<file path="src/verilog/cfc_pkg.sv">
// Purpose: Shared constants for the filter control register block.
// Assumes: AHB-Lite register access, 32-bit words, 100 MHz clock.
// Notes:   Two control registers cover filters 18 to 23.
package cfc_pkg;

   localparam int          CFC_ADDR_W      = 8;
   localparam int          CFC_NFILT       = 6;
   localparam int          CFC_FIRST_FILT  = 18;
   localparam logic [7:0]  CFC_OFF_CTRL_A  = 8'h00;
   localparam logic [7:0]  CFC_OFF_CTRL_B  = 8'h04;
   localparam logic [31:0] CFC_RESET_CTRL  = 32'h0000_0000;
   localparam logic [7:0]  CFC_RESET_BYTE  = 8'h00;
   localparam logic [15:0] CFC_RESET_HALF  = 16'h0000;
   localparam int          CFC_BYTE_BASE_A = 2;
   localparam int          CFC_ACTIVE_POS  = 7;
   localparam int          CFC_MASK_HI     = 6;
   localparam int          CFC_MASK_LO     = 5;
   localparam int          CFC_FIFO_HI     = 4;
   localparam int          CFC_FIFO_LO     = 0;
   localparam logic [1:0]  CFC_HTRANS_IDLE = 2'b00;
   localparam logic [2:0]  CFC_HSIZE_WORD  = 3'b010;

   typedef enum logic [1:0] {
      CFC_DP_IDLE  = 2'b00,
      CFC_DP_WRITE = 2'b01,
      CFC_DP_READ  = 2'b11
   } cfc_phase_type;

endpackage : cfc_pkg

</file>
<file path="src/verilog/cfc_filter_ctrl.sv">
// Purpose: AHB-Lite register block for the controls of filters 18 to 23.
// Assumes: Single-word transfers; one-cycle data phase, always OKAY.
// Notes:   Outputs give per-filter enables, selectors and one-hot routing.
//
// Implementation choices: the AHB-Lite slave port and the register addresses.
`timescale 1ns/10ps

// Functional notes
// RULE1 - Each filter has one enable bit
// RULE2 - Two-bit selector picks one of four masks
// RULE3 - Five-bit selector picks FIFO buffer 0 to 31
// RULE4 - Selector fields locked while filter enabled
// RULE5 - Second register holds filters 23 down to 20
// RULE6 - First register holds filters 19 and 18
// RULE7 - Disabled filter never accepts or routes messages
module cfc_filter_ctrl
   import cfc_pkg::*;
(
   // Clock and reset.
   input  wire logic                          hclk,
   input  wire logic                          hresetn,
   // AHB-Lite slave.
   input  wire logic                          hsel,
   input  wire logic [CFC_ADDR_W-1:0]         haddr,
   input  wire logic [1:0]                    htrans,
   input  wire logic                          hwrite,
   input  wire logic [2:0]                    hsize,
   input  wire logic                          hready,
   input  wire logic [31:0]                   hwdata,
   output logic      [31:0]                   hrdata,
   output logic                               hreadyout,
   output logic                               hresp,
   // Filter controls toward matching logic and FIFO storage.
   output logic      [CFC_NFILT-1:0]          filter_active_bit,
   output logic      [CFC_NFILT*2-1:0]        filter_mask_choice,
   output logic      [CFC_NFILT*5-1:0]        filter_fifo_target,
   output logic      [CFC_NFILT*4-1:0]        filter_mask_onehot,
   output logic      [CFC_NFILT*32-1:0]       filter_fifo_onehot
);

   cfc_phase_type         phase;
   cfc_phase_type         next_phase;
   logic [CFC_ADDR_W-1:0] dp_addr;
   logic [CFC_ADDR_W-1:0] next_dp_addr;
   logic [31:0]           next_hrdata;
   logic [7:0]            slot_byte [CFC_NFILT];
   logic [CFC_NFILT-1:0]  slot_wr;
   logic [31:0]           ctrl_a;
   logic [31:0]           ctrl_b;
   logic [31:0]           view_a;
   logic [31:0]           view_b;
   logic [CFC_NFILT-1:0]  dec_active;
   logic [CFC_NFILT*4-1:0]  dec_mask;
   logic [CFC_NFILT*32-1:0] dec_fifo;

   // Register image: filter 18 in byte 2 of the first word, 19 in byte 3,
   // then 20 to 23 in bytes 0 to 3 of the second word.
   always_comb begin
      ctrl_a = {slot_byte[1], slot_byte[0], CFC_RESET_HALF}; // [RULE6]
      ctrl_b = {slot_byte[5], slot_byte[4], slot_byte[3], slot_byte[2]}; // [RULE5]
   end

   function automatic logic is_valid_xfer(input logic [1:0] trans, input logic [2:0] size);
      is_valid_xfer = trans[1] && (size == CFC_HSIZE_WORD);
   endfunction : is_valid_xfer

   // Stored byte as it stands after a write: the enable bit always follows the
   // new data, the selectors only while the stored enable is clear.
   function automatic logic [7:0] merge_byte(input logic [7:0] old_byte,
                                             input logic [7:0] new_byte);
      merge_byte = old_byte;
      merge_byte[CFC_ACTIVE_POS] = new_byte[CFC_ACTIVE_POS];
      if (!old_byte[CFC_ACTIVE_POS]) begin
         merge_byte[CFC_MASK_HI:CFC_FIFO_LO] = new_byte[CFC_MASK_HI:CFC_FIFO_LO];
      end
   endfunction : merge_byte

   // Address phase capture.
   always_comb begin
      next_phase   = CFC_DP_IDLE;
      next_dp_addr = dp_addr;
      if (hsel && hready && is_valid_xfer(htrans, hsize)) begin
         next_phase   = hwrite ? CFC_DP_WRITE : CFC_DP_READ;
         next_dp_addr = haddr;
      end
   end

   // Data phase write strobes per filter byte.
   always_comb begin
      slot_wr = '0;
      if (phase == CFC_DP_WRITE) begin
         if (dp_addr == CFC_OFF_CTRL_A) begin
            slot_wr[0] = 1'b1; // [RULE6]
            slot_wr[1] = 1'b1;
         end else if (dp_addr == CFC_OFF_CTRL_B) begin
            slot_wr[5:2] = 4'hf; // [RULE5]
         end
      end
   end

   // A read whose address phase overlaps the data phase of a write must see
   // that write, so the image is merged with the write data still in flight.
   always_comb begin
      view_a = ctrl_a;
      view_b = ctrl_b;
      if (slot_wr[0]) begin // [RULE4]
         view_a[31:24] = merge_byte(slot_byte[1], hwdata[31:24]);
         view_a[23:16] = merge_byte(slot_byte[0], hwdata[23:16]);
      end
      if (slot_wr[2]) begin // [RULE4]
         view_b[31:24] = merge_byte(slot_byte[5], hwdata[31:24]);
         view_b[23:16] = merge_byte(slot_byte[4], hwdata[23:16]);
         view_b[15:8]  = merge_byte(slot_byte[3], hwdata[15:8]);
         view_b[7:0]   = merge_byte(slot_byte[2], hwdata[7:0]);
      end
   end

   // Read data, registered at the address phase so it stands in the data phase.
   always_comb begin
      next_hrdata = CFC_RESET_CTRL;
      if (next_phase == CFC_DP_READ) begin
         if (haddr == CFC_OFF_CTRL_A) begin
            next_hrdata = view_a;
         end else if (haddr == CFC_OFF_CTRL_B) begin
            next_hrdata = view_b;
         end
      end
   end

   always_ff @(posedge hclk or negedge hresetn) begin
      if (!hresetn) begin
         phase   <= CFC_DP_IDLE;
         dp_addr <= '0;
         hrdata  <= CFC_RESET_CTRL;
      end else begin
         phase   <= next_phase;
         dp_addr <= next_dp_addr;
         hrdata  <= next_hrdata;
      end
   end

   // Slave is never stalled and never errors.
   always_ff @(posedge hclk or negedge hresetn) begin
      if (!hresetn) begin
         hreadyout <= 1'b1;
         hresp     <= 1'b0;
      end else begin
         hreadyout <= 1'b1;
         hresp     <= 1'b0;
      end
   end

   for (genvar i = 0; i < CFC_NFILT; i++) begin : g_filt
      logic [7:0] wr_byte;
      always_comb begin
         if (i < CFC_BYTE_BASE_A) begin
            wr_byte = hwdata[(i + CFC_BYTE_BASE_A)*8 +: 8];
         end else begin
            wr_byte = hwdata[(i - CFC_BYTE_BASE_A)*8 +: 8];
         end
      end

      cfc_filter_slot u_slot (
         .hclk      (hclk),
         .hresetn   (hresetn),
         .wr_en     (slot_wr[i]),
         .wr_byte   (wr_byte),
         .ctrl_byte (slot_byte[i])
      );

      cfc_route_decode u_dec (
         .ctrl_byte   (slot_byte[i]),
         .active      (dec_active[i]),
         .mask_onehot (dec_mask[i*4 +: 4]),
         .fifo_onehot (dec_fifo[i*32 +: 32])
      );
   end

   // Filter outputs, index 0 is filter 18, index 5 is filter 23.
   always_ff @(posedge hclk or negedge hresetn) begin
      if (!hresetn) begin
         filter_active_bit  <= '0;
         filter_mask_choice <= '0;
         filter_fifo_target <= '0;
         filter_mask_onehot <= '0;
         filter_fifo_onehot <= '0;
      end else begin
         filter_active_bit  <= dec_active; // [RULE1]
         for (int k = 0; k < CFC_NFILT; k++) begin
            filter_mask_choice[k*2 +: 2] <= slot_byte[k][CFC_MASK_HI:CFC_MASK_LO]; // [RULE2]
            filter_fifo_target[k*5 +: 5] <= slot_byte[k][CFC_FIFO_HI:CFC_FIFO_LO]; // [RULE3]
         end
         filter_mask_onehot <= dec_mask; // [RULE7]
         filter_fifo_onehot <= dec_fifo; // [RULE7]
      end
   end

endmodule : cfc_filter_ctrl

</file>
<file path="src/verilog/cfc_filter_slot.sv">
// Purpose: Holds the control byte of one acceptance filter.
// Assumes: A write strobe with a full byte of data from the bus slave.
// Notes:   Selector fields are locked while the filter is active.
`timescale 1ns/10ps
module cfc_filter_slot
   import cfc_pkg::*;
(
   // Clock and reset.
   input  wire logic       hclk,
   input  wire logic       hresetn,
   // Write port.
   input  wire logic       wr_en,
   input  wire logic [7:0] wr_byte,
   // Stored byte.
   output logic      [7:0] ctrl_byte
);

   logic [7:0] next_ctrl_byte;

   always_comb begin
      next_ctrl_byte = ctrl_byte;
      if (wr_en) begin
         // The enable bit is always writable; the selectors only while disabled.
         next_ctrl_byte[CFC_ACTIVE_POS] = wr_byte[CFC_ACTIVE_POS]; // [RULE1]
         if (!ctrl_byte[CFC_ACTIVE_POS]) begin // [RULE4]
            next_ctrl_byte[CFC_MASK_HI:CFC_FIFO_LO] = wr_byte[CFC_MASK_HI:CFC_FIFO_LO];
         end
      end
   end

   always_ff @(posedge hclk or negedge hresetn) begin
      if (!hresetn) begin
         ctrl_byte <= CFC_RESET_BYTE;
      end else begin
         ctrl_byte <= next_ctrl_byte;
      end
   end

endmodule : cfc_filter_slot

</file>
<file path="src/verilog/cfc_route_decode.sv">
// Purpose: Turns a filter control byte into acceptance and routing controls.
// Assumes: The byte layout of the filter control registers.
// Notes:   Pure combinational decode; the top module registers the results.
`timescale 1ns/10ps
module cfc_route_decode
   import cfc_pkg::*;
(
   // Control byte in.
   input  wire logic [7:0]  ctrl_byte,
   // Decoded controls.
   output logic             active,
   output logic      [3:0]  mask_onehot,
   output logic      [31:0] fifo_onehot
);

   always_comb begin
      active      = ctrl_byte[CFC_ACTIVE_POS]; // [RULE1]
      mask_onehot = 4'h0;
      fifo_onehot = 32'h0000_0000;
      // A disabled filter selects no mask and routes to no buffer.
      if (active) begin // [RULE7]
         mask_onehot[ctrl_byte[CFC_MASK_HI:CFC_MASK_LO]] = 1'b1; // [RULE2]
         fifo_onehot[ctrl_byte[CFC_FIFO_HI:CFC_FIFO_LO]] = 1'b1; // [RULE3]
      end
   end

endmodule : cfc_route_decode
</file>
<file path="config.mk">
export PLATFORM = sky130hd
export DESIGN_NAME = cfc_filter_ctrl
export DESIGN_NICKNAME = d
export VERILOG_FILES = /design/src/verilog/cfc_pkg.sv /design/src/verilog/cfc_filter_ctrl.sv /design/src/verilog/cfc_filter_slot.sv /design/src/verilog/cfc_route_decode.sv
export SDC_FILE = /design/constraint.sdc
export NUM_CORES = 1
export LEC_CHECK = 0
export BUFFER_PORTS_ARGS = -buffer_cell sky130_fd_sc_hd__buf_2
export CAP_MARGIN = 20
export CORE_MARGIN = 8
export CORE_UTILIZATION = 55
export CTS_CLUSTER_DIAMETER = 80
export DETAILED_ROUTE_END_ITERATION = 10
export MAX_ROUTING_LAYER = met4
export PLACE_DENSITY = 0.93
export RECOVER_POWER = 25
export SLEW_MARGIN = 25
export SYNTH_ARGS = -nofsm -noshare
export SYNTH_HDL_FRONTEND = slang
export SYNTH_SLANG_ARGS = --single-unit
</file>
<file path="constraint.sdc">
create_clock -name hclk -period 6.2 [get_ports hclk]
set_clock_uncertainty 0.15 [all_clocks]
set_input_delay 0.93 -clock hclk [delete_from_list [all_inputs] [get_ports hclk]]
set_output_delay 0.93 -clock hclk [all_outputs]
set_load 0.05 [all_outputs]
</file>
==> summary.txt, run 1 <==
Outcome
  • Outcome: finished with violations
  • Failing checks: max-capacitance violations, max-slew violations

Worst setup path
  • Setup CP Type: in2async
  • CP Launch Type: primary input
  • CP delay by family, top: buffers and inverters
  • Levels on crit path: 2
  • WP data arrival: 3.93 ns
  • Worst endpoint required time: 6.60 ns
  • R2R cell count: 4
  • CP Max Fanout: 121
  • FF-to-FF setup slack: 3.46 ns
  • Critical Path End Type: asynchronous set/reset pin
  • Buf/Inv on CP: 2
  • CP max stage cell: clkbuf_2
  • Max incr delay on CP: 2.00 ns
  • Ordered cell list for the critical path: clkbuf_2, buf_4

Floorplan
  • IO Pins: 348
  • Row Count: 53
  • Initial Util: 0.555
  • Die span in y: 161 µm
  • Die Span X: 161 µm
  • Die footprint: 25900 µm²
  • Core box area: 20800 µm²

Clock tree
  • H-tree level count: 2
  • CTS tree: yes
  • Clock sinks: 354
  • Clock Root Buffer: clkbuf_16
  • Post-CTS Setup Inserts: 0
  • Num CTS Buffers: 35
  • Clock-pin transition on the worst setup and hold timing paths: 0.06 ns
  • Worst-Skew Late Latency: 0.51 ns
  • Post-CTS resize count: 0
  • CTS Hold Bufs: 0
  • Max clock buf depth: 3

Yosys
  • Unique masters post-synth: 36
  • Number of synthesized flops with an enable pin: 0
  • Post-synthesis area per instance: 13.4 µm²
  • Top cells by count, synth: dfrtp_1, nor2_1, inv_1, mux2i_1, nand3b_1
  • Async S/R FF share, synth: 1.00
  • Gate Count Post-Synth: 865
  • Cell taking the most area after synthesis: dfrtp_1
  • Yosys reg bits: 354
  • Synth top area cells: dfrtp_1, nor2_1, mux2i_1
  • Mapped cell area: 11600 µm²
  • Syn_nets: 915
  • Top-count cell post-synth: dfrtp_1
  • Synth warn: 0
  • Yosys top cell area share: 0.767
  • Main synth FF type: dfrtp_1
  • Sequential share of the synthesized area: 0.767

Timing
  • Final setup violation count: 0
  • Slew headroom: -0.970
  • Final Cycle Share: 0.568
  • Setup_tns: 0 ns
  • Worst Hold Slack: 0.305 ns
  • Crit path time final: 3.52 ns
  • Worst Tran Pin Value: 2.96 ns
  • RSZ-0062 raised after global routing: no
  • Hold Vio Cnt, Final: 0
  • Slew Limit Fails: 121
  • Fmax achieved: 284 MHz

Layout
  • Ratio of cells with drive above 1 in the final layout: 0.345
  • Nets: 1265
  • Area delta synth->final: 27.1%
  • Filler cells: 1335
  • Final instance area: 14700 µm²

Global route
  • Largest net degree at the start of global routing: 122
  • Vias in the first global route: 8755
  • Global-route wire length before repair: 50100 µm
  • Initial antenna violation count: 9
  • Total GRT Usage: 0.257
  • Grt total ovfl: 0

Drt
  • Drt drc: 0
  • Post-DR wirelength/cell: 21.5 µm
  • Starting DRC count in detailed routing: 504
  • Final wirelength: 32800 µm
  • Final ANT Viol Nets: 0
  • Pre-Repair DR Iteration Count: 7
  • Vias per cell: 5.35
  • DR vias: 8156

Pwr
  • Leak: 8.01 nW
  • IR drop worst, VDD: 0.000286 V
  • Pwr/cell area: 318 nW/µm²

Hold path
  • Class of the worst hold path: reg2reg
  • Hold depth: 0

Place
  • DPL Wire Length: 22900 µm
  • Count of input and output buffers: 344
  • Area after DPL: 13500 µm²
  • RD Place Congestion: 0.822

Job
  • Max Cap Viol: 1
## final timing paths
kind                                                from                endpoint
max                                              hresetn   filter_mask_onehot[9]
min                        g_filt[2].u_slot.ctrl_byte[1]  filter_fifo_target[11]
max reg2reg                                   dp_addr[7]               hrdata[7]
min reg2reg                g_filt[2].u_slot.ctrl_byte[1]  filter_fifo_target[11]
max in group hclk                               haddr[5]              hrdata[29]
min in group asynchronous                        hresetn  filter_fifo_onehot[22]
## cell type report
class                           instances  area, µm²  share of cell area
Tap cell                              275        344              0.0234
Antenna cell                            9       22.5             0.00153
Clock buffer                           53       1020              0.0698
Clock inverter                          9        115             0.00784
Inverter                               35        131             0.00895
Sequential cell                       354       8860               0.603
Multi-Input combinational cell        441       2420               0.165
Timing Repair Buffer                  348       1760               0.120
## routing by layer
metal	routed length (µm)	vias to the layer above	share of wire	global-route usage
met5	0	-	0	-
met4	1160	0	0.035	0.101
met3	3890	85	0.12	0.112
met2	16300	448	0.50	0.415
met1	11500	4096	0.35	0.276
li1	-	3527	-	-
## cell families (layout without fill, tap and decap cells)
family | count (synthesis) | after routing | synth area share
DFF | 354 | 354 | 0.767
buffers and inverters | 70 | 445 | 0.0236
muxes | 41 | 41 | 0.0365
other | 2 | 11 | 0.000650
and+or+nand+nor | 353 | 353 | 0.151
AOI/OAI and AO/OA | 45 | 45 | 0.0212
## worst reg2reg max path, delay by kind of cell, from the launching register on
kind / cells / cell delay [ns]
and+or+nand+nor: 3 / 1.64
muxes: 1 / 0.43
DFF: 1 / 0.40
## power by group
part           switching [mW]  leakage (nW)  internal [mW]
Combinational           0.147          2.73         0.0506
Clock                   0.849         0.552           1.23
Sequential             0.0431          4.73           2.34
Total                    1.04          8.01           3.63
## layout by cell type, fill, tap and decap left out, drive strengths merged, types with 16 or more instances in the layout
cell type / count
buf: 347
clkbuf: 54
dfrtp: 354
inv: 34
mux2i: 32
nand2: 27
nand3: 26
nand3b: 30
nor2: 206
o22ai: 16
or3b: 16
## registers in the layout, indices dropped and copies added (netlist names)
name / flops
filter_mask_onehot: 24
filter_fifo_onehot: 192
filter_fifo_target: 30
phase: 2
hrdata: 32
filter_active_bit: 6
g_filt.u_slot.ctrl_byte: 48
dp_addr: 8
filter_mask_choice: 12
## stage by stage
step | std cells | total power [mW] | utilization | worst slack, ns
after CTS | 1515 | 4.69 | 0.704 | 3.27
after floorplan | 865 | 2.52 | - | 3.70
after global placement | 1453 | 2.62 | 0.650 | 2.74
final | 1524 | 4.67 | 0.705 | 2.68
after detailed placement | 1453 | 2.63 | 0.650 | 2.71
after global routing | 1524 | 4.81 | 0.705 | 2.06
No activity file was read; power rests on OpenSTA's default activity.
==> inputs of run 2 (changes only) <==
--- a/config.mk
+++ b/config.mk
@@ -8,11 +8,11 @@
 export BUFFER_PORTS_ARGS = -buffer_cell sky130_fd_sc_hd__buf_2
 export CAP_MARGIN = 20
 export CORE_MARGIN = 8
-export CORE_UTILIZATION = 55
+export CORE_UTILIZATION = 46
 export CTS_CLUSTER_DIAMETER = 80
 export DETAILED_ROUTE_END_ITERATION = 10
 export MAX_ROUTING_LAYER = met4
-export PLACE_DENSITY = 0.93
+export PLACE_DENSITY = 0.83
 export RECOVER_POWER = 25
 export SLEW_MARGIN = 25
 export SYNTH_ARGS = -nofsm -noshare
==> constraint.sdc (replaced) <==
create_clock -name hclk -period 2.85 [get_ports hclk]
set_clock_uncertainty 0.15 [all_clocks]
set_input_delay 0.4275 -clock hclk [delete_from_list [all_inputs] [get_ports hclk]]
set_output_delay 0.4275 -clock hclk [all_outputs]
set_load 0.05 [all_outputs]
==> run 2 against run 1 <==
The flow still finishes with violations (max-capacitance violations, max-slew violations). Die area increased by 18%. Register-to-register slack got worse by 3.2 ns. Global-route usage decreased by 3.9 points. Non-clock buffer count increased by 15. Largest power group unchanged.
==> summary.txt, run 2 (synthesized netlist as in run 1, its figures left out) <==
Drt
  • Final wirelength: 32600 µm
  • Vias per cell: 5.04
  • DR vias: 8002
  • Drt drc: 0
  • Final ANT Viol Nets: 0
  • Pre-Repair DR Iteration Count: 5
  • Post-DR wirelength/cell: 20.5 µm
  • Starting DRC count in detailed routing: 671

Clock tree
  • Clock sinks: 354
  • Clock Root Buffer: clkbuf_16
  • Num CTS Buffers: 36
  • Clock-pin transition on the worst setup and hold timing paths: 0.06 ns
  • Worst-Skew Late Latency: 0.50 ns
  • CTS tree: yes
  • H-tree level count: 2
  • Post-CTS resize count: 0
  • Max clock buf depth: 3

Timing
  • Crit path time final: 2.58 ns
  • Worst Hold Slack: 0.0265 ns
  • Final worst slack: 0.269 ns
  • RSZ-0062 raised after global routing: no
  • Worst Tran Pin Value: 1.82 ns
  • Slew Limit Fails: 67
  • Final setup violation count: 0
  • Setup_tns: 0 ns
  • Final Cycle Share: 0.906
  • Hold Vio Cnt, Final: 0
  • Fmax achieved: 387 MHz
  • Slew headroom: -0.215

Global route
  • Largest net degree at the start of global routing: 76
  • Grt total ovfl: 0
  • Initial antenna violation count: 4
  • Total GRT Usage: 0.218
  • Global-route wire length before repair: 50400 µm
  • Vias in the first global route: 8808

Floorplan
  • Die footprint: 30400 µm²
  • Die Span X: 174 µm
  • Core box area: 24900 µm²
  • Die span in y: 174 µm
  • Row Count: 58
  • IO Pins: 348
  • Initial Util: 0.464

Layout
  • Most common cell after layout, fill and taps aside: dfrtp_1
  • Multi-input gate area: 2420 µm²
  • Max reg flops: 192
  • Final instance area: 14900 µm²
  • Nets: 1281
  • Most flop-heavy register: filter_fifo_onehot
  • Most frequent cells in the layout: dfrtp_1, buf_2, nor2_1
  • Register Area: 8860 µm²
  • Area delta synth->final: 29.2%
  • Ratio of cells with drive above 1 in the final layout: 0.350
  • Largest registers: filter_fifo_onehot (192), g_filt.u_slot.ctrl_byte (48), hrdata (32)
  • Filler cells: 1883

Outcome
  • Outcome: finished with violations
  • Failing checks: max-capacitance violations, max-slew violations

Hold path
  • Class of the worst hold path: in2reg

Pwr
  • Overall power: 10.3 mW
  • Leak: 8.11 nW
  • Pwr/cell area: 693 nW/µm²
  • IR drop worst, VDD: 0.000517 V

Job
  • Max Cap Viol: 1

Worst setup path
  • CP max stage cell: nand4_1
  • Setup CP Type: reg2reg
  • WP data arrival: 2.78 ns
  • CP Launch Type: register
  • CP Max Fanout: 14
  • CP delay by family, top: simple AND/OR/NAND/NOR gates
  • Critical Path End Type: register
  • Buf/Inv on CP: 0
  • Max incr delay on CP: 0.69 ns
  • Worst endpoint required time: 3.05 ns
  • Ordered cell list for the critical path: nor4_1, nand4_1, o21ai_0, a21oi_1

Place
  • RD Place Congestion: 0.812
  • Setup Slack @ Placement: 0.343 ns
  • DPL Wire Length: 23300 µm
  • Area after DPL: 13700 µm²
  • Count of input and output buffers: 344
==> run 2: what timing repair did <==
item | CTS | global route
buffers inserted | 0 | 0
endpoints found under the hold margin | 68 | 0
hold buffers | 4 | 0
==> run 2: layout make-up <==
| cell class | instances | share of cell area |
|---|---|---|
| clock buffer | 51 | 0.0709 |
| sequential | 354 | 0.594 |
| tap | 330 | 0.0277 |
| multi-input combinational | 441 | 0.162 |
| clock inverter | 9 | 0.00847 |
| antenna | 4 | 0.000671 |
| inverter | 35 | 0.00880 |
| timing repair buffer | 363 | 0.128 |
==> run 2: final timing paths <==
kind,slack [ns],depth (start not counted),end,startpoint
worst max-delay path,0.27,4,hrdata[4],dp_addr[0]
worst min-delay path,0.03,3,g_filt[1].u_slot.ctrl_byte[1],hwdata[25]
worst max register to register,0.27,4,hrdata[4],dp_addr[0]
worst min register to register,0.31,0,filter_fifo_target[5],g_filt[1].u_slot.ctrl_byte[0]
max in group asynchronous,0.43,3,filter_fifo_onehot[60],hresetn
min in group asynchronous,0.83,2,filter_fifo_onehot[120],hresetn
==> run 2: metrics by stage <==
step / instances / util
3_5_place_dp: 1519 / 0.551
5_1_grt: 1587 / 0.600
3_3_place_gp: 1519 / 0.551
6_report: 1587 / 0.600
2_1_floorplan: 865 / -
4_1_cts: 1583 / 0.600
==> run 2: worst register-to-register path, cell delays in order, from the launching register on <==
cell	delay, ns
dfrtp_1	0.39
nor4_1	0.59
nand4_1	0.69
o21ai_0	0.48
a21oi_1	0.14
==> run 2: where the power goes <==
| part | switching [mW] | total [mW] | internal (mW) |
|---|---|---|---|
| sequential | 0.0843 | 5.19 | 5.10 |
| combinational | 0.334 | 0.457 | 0.123 |
| clock | 1.85 | 4.69 | 2.85 |
==> run 2: routing by layer <==
layer / global-route usage / vias to the layer above / routed length [µm] / share of wire
met5: - / - / 0 / 0
met2: 0.362 / 365 / 16100 / 0.50
met4: 0.0641 / 0 / 785 / 0.024
met3: 0.0900 / 58 / 3590 / 0.11
li1: - / 3555 / - / -
met1: 0.237 / 4024 / 12100 / 0.37
==> inputs of run 3 (changes only) <==
--- a/config.mk
+++ b/config.mk
@@ -8,11 +8,11 @@
 export BUFFER_PORTS_ARGS = -buffer_cell sky130_fd_sc_hd__buf_2
 export CAP_MARGIN = 20
 export CORE_MARGIN = 8
-export CORE_UTILIZATION = 46
+export CORE_UTILIZATION = 51
 export CTS_CLUSTER_DIAMETER = 80
 export DETAILED_ROUTE_END_ITERATION = 10
 export MAX_ROUTING_LAYER = met4
-export PLACE_DENSITY = 0.83
+export PLACE_DENSITY = 0.87
 export RECOVER_POWER = 25
 export SLEW_MARGIN = 25
 export SYNTH_ARGS = -nofsm -noshare
==> constraint.sdc (replaced) <==
create_clock -name hclk -period 2.5 [get_ports hclk]
set_clock_uncertainty 0.15 [all_clocks]
set_input_delay 0.375 -clock hclk [delete_from_list [all_inputs] [get_ports hclk]]
set_output_delay 0.375 -clock hclk [all_outputs]
set_load 0.05 [all_outputs]
==> run 3 against run 2 <==
The run still ends with max-capacitance violations, max-slew violations left. First-iteration DRC count increased by 12%. Sequential power increased by 14%. Worst setup slack got worse by 0.13 ns. Critical path depth increased by 3. Die area decreased by 8.9%. Power increased by 14%. Critical path type is now in2reg.
==> summary.txt, run 3 (synthesized netlist as in run 1, its figures left out) <==
Timing
  • RSZ-0062 raised after global routing: no
  • Hold Vio Cnt, Final: 0
  • Slew headroom: -0.150
  • Fmax achieved: 424 MHz
  • Worst Tran Pin Value: 1.72 ns
  • Final Cycle Share: 0.943
  • Setup_tns: 0 ns
  • Final setup violation count: 0
  • Crit path time final: 2.36 ns
  • Slew Limit Fails: 57

Clock tree
  • Worst-Skew Late Latency: 0.51 ns
  • H-tree level count: 2
  • Clock-pin transition on the worst setup and hold timing paths: 0.07 ns
  • Clock Root Buffer: clkbuf_16
  • Max clock buf depth: 3
  • Post-CTS Setup Inserts: 0
  • Clock sinks: 354
  • Num CTS Buffers: 36
  • CTS tree: yes

Layout
  • Filler cells: 1462
  • Antenna Cells: 0
  • Largest registers: filter_fifo_onehot (192), g_filt.u_slot.ctrl_byte (48), hrdata (32)
  • Non-filler cells, final: 1586
  • Register Area: 8860 µm²
  • Final Util: 0.681
  • Final instance area: 15300 µm²
  • Multi-input gate area: 2420 µm²
  • Most frequent cells in the layout: dfrtp_1, buf_2, nor2_1
  • Max reg flops: 192
  • Ratio of cells with drive above 1 in the final layout: 0.347
  • Most common cell after layout, fill and taps aside: dfrtp_1
  • Area delta synth->final: 32.3%
  • Most flop-heavy register: filter_fifo_onehot
  • Nets: 1324

Pwr
  • Overall power: 11.8 mW
  • IR drop worst, VDD: 0.000682 V
  • Pwr/cell area: 773 nW/µm²
  • Leak: 8.29 nW

Drt
  • Pre-Repair DR Iteration Count: 5
  • Final ANT Viol Nets: 0
  • DR vias: 8426
  • Drt drc: 0
  • Post-DR wirelength/cell: 21.4 µm
  • Vias per cell: 5.31
  • Starting DRC count in detailed routing: 753
  • Final wirelength: 34000 µm

Place
  • Count of input and output buffers: 344
  • RD Place Congestion: 0.882
  • DPL Wire Length: 23100 µm
  • Area after DPL: 13700 µm²
  • Cells after DPL: 1484

Global route
  • Grt total ovfl: 0
  • Initial antenna violation count: 0
  • Total GRT Usage: 0.250
  • Vias in the first global route: 9108
  • Largest net degree at the start of global routing: 62
  • Global-route wire length before repair: 52700 µm

Worst setup path
  • CP Max Fanout: 32
  • CP max stage cell: dlygate4sd3_1
  • Buf/Inv on CP: 3
  • CP Launch Type: primary input
  • Max incr delay on CP: 0.54 ns
  • Worst endpoint required time: 2.76 ns
  • Crit Reg-Reg Startpoint: dp_addr[0]
  • FF-to-FF setup slack: 0.31 ns
  • Critical Path End Type: register
  • R2R cell count: 5
  • WP data arrival: 2.62 ns
  • Setup CP Type: in2reg
  • CP delay by family, top: simple AND/OR/NAND/NOR gates
  • End of the worst register-to-register path: hrdata[20]
  • Ordered cell list for the critical path: dlygate4sd3_1, buf_2, or4_1, nor4_1, nand4b_1, buf_4, o22ai_1

Floorplan
  • Die span in y: 166 µm
  • Core box area: 22400 µm²
  • Die Span X: 166 µm
  • Initial Util: 0.515
  • Row Count: 55
  • Die footprint: 27700 µm²
  • IO Pins: 348

Job
  • Max Cap Viol: 1

Hold path
  • Hold depth: 3
  • Worst Hold End: g_filt[4].u_slot.ctrl_byte[3]
  • Class of the worst hold path: in2reg
  • HP Start: hwdata[19]

Outcome
  • Failing checks: max-capacitance violations, max-slew violations
  • Outcome: finished with violations
run 3: cell types whose count changed in the layout (fill, tap and decap cells not counted), moves of 2 or more:
cell           change
clkinvlp_4         +2
clkinv_4           +2
clkbuf_8           -3
dlygate4sd3_1     +33
diode_2            -4
inv_6              +3
buf_4              +9
run 3: through the flow:
stage | hold slack [ns] | worst slack [ns]
6_report | 0.0356 | 0.142
5_1_grt | 0.0144 | 0.0904
4_1_cts | 0.000154 | 0.256
3_5_place_dp | 0.214 | 0.332
3_3_place_gp | 0.204 | 0.390
2_1_floorplan | -0.0706 | 0.380
run 3: power breakdown:
| part | switching [mW] | internal (mW) | total, mW |
|---|---|---|---|
| combinational | 0.399 | 0.185 | 0.584 |
| clock | 2.20 | 3.11 | 5.31 |
| sequential | 0.0975 | 5.81 | 5.91 |
| total | 2.70 | 9.11 | 11.8 |
run 3: worst max path at each step:
stage          startpoint                            end  slack [ns]  cells past startpoint
2_1_floorplan  dp_addr[0]                     hrdata[30]        0.38                      4
3_3_place_gp     haddr[5]                     hrdata[29]        0.39                      6
3_5_place_dp     haddr[5]                     hrdata[29]        0.33                      6
4_1_cts          haddr[5]                     hrdata[29]        0.26                      7
5_1_grt           hresetn  g_filt[0].u_slot.ctrl_byte[4]        0.09                      3
6_report         haddr[5]                     hrdata[19]        0.14                      7
run 3: timing repair:
item                      in CTS  in global routing
resized for setup              0                  0
hold buffers                  37                  0
hold endpoints to repair     108                  0
run 3: area by class of cell:
class,instances,share of cell area
clock buffers,48,0.0666
clock inverters,17,0.0112
inverters,35,0.00860
multi-input cells,441,0.158
flip-flops and latches,354,0.580
well taps,285,0.0233
repair buffers,406,0.152
run 3: metal layers:
metal  track usage  routed length [µm]  share of wire  up-vias
li1              -                   -              -     3623
met1         0.276               12400           0.37     4289
met2         0.420               17200           0.51      449
met3        0.0872                3430           0.10       65
met4        0.0826                 958          0.028        0
met5             -                   0              0        -
run 3: worst min-delay path, stage by stage:
cell	delay [ns]
buf_2	0.12
mux2i_1	0.10
inv_1	0.06
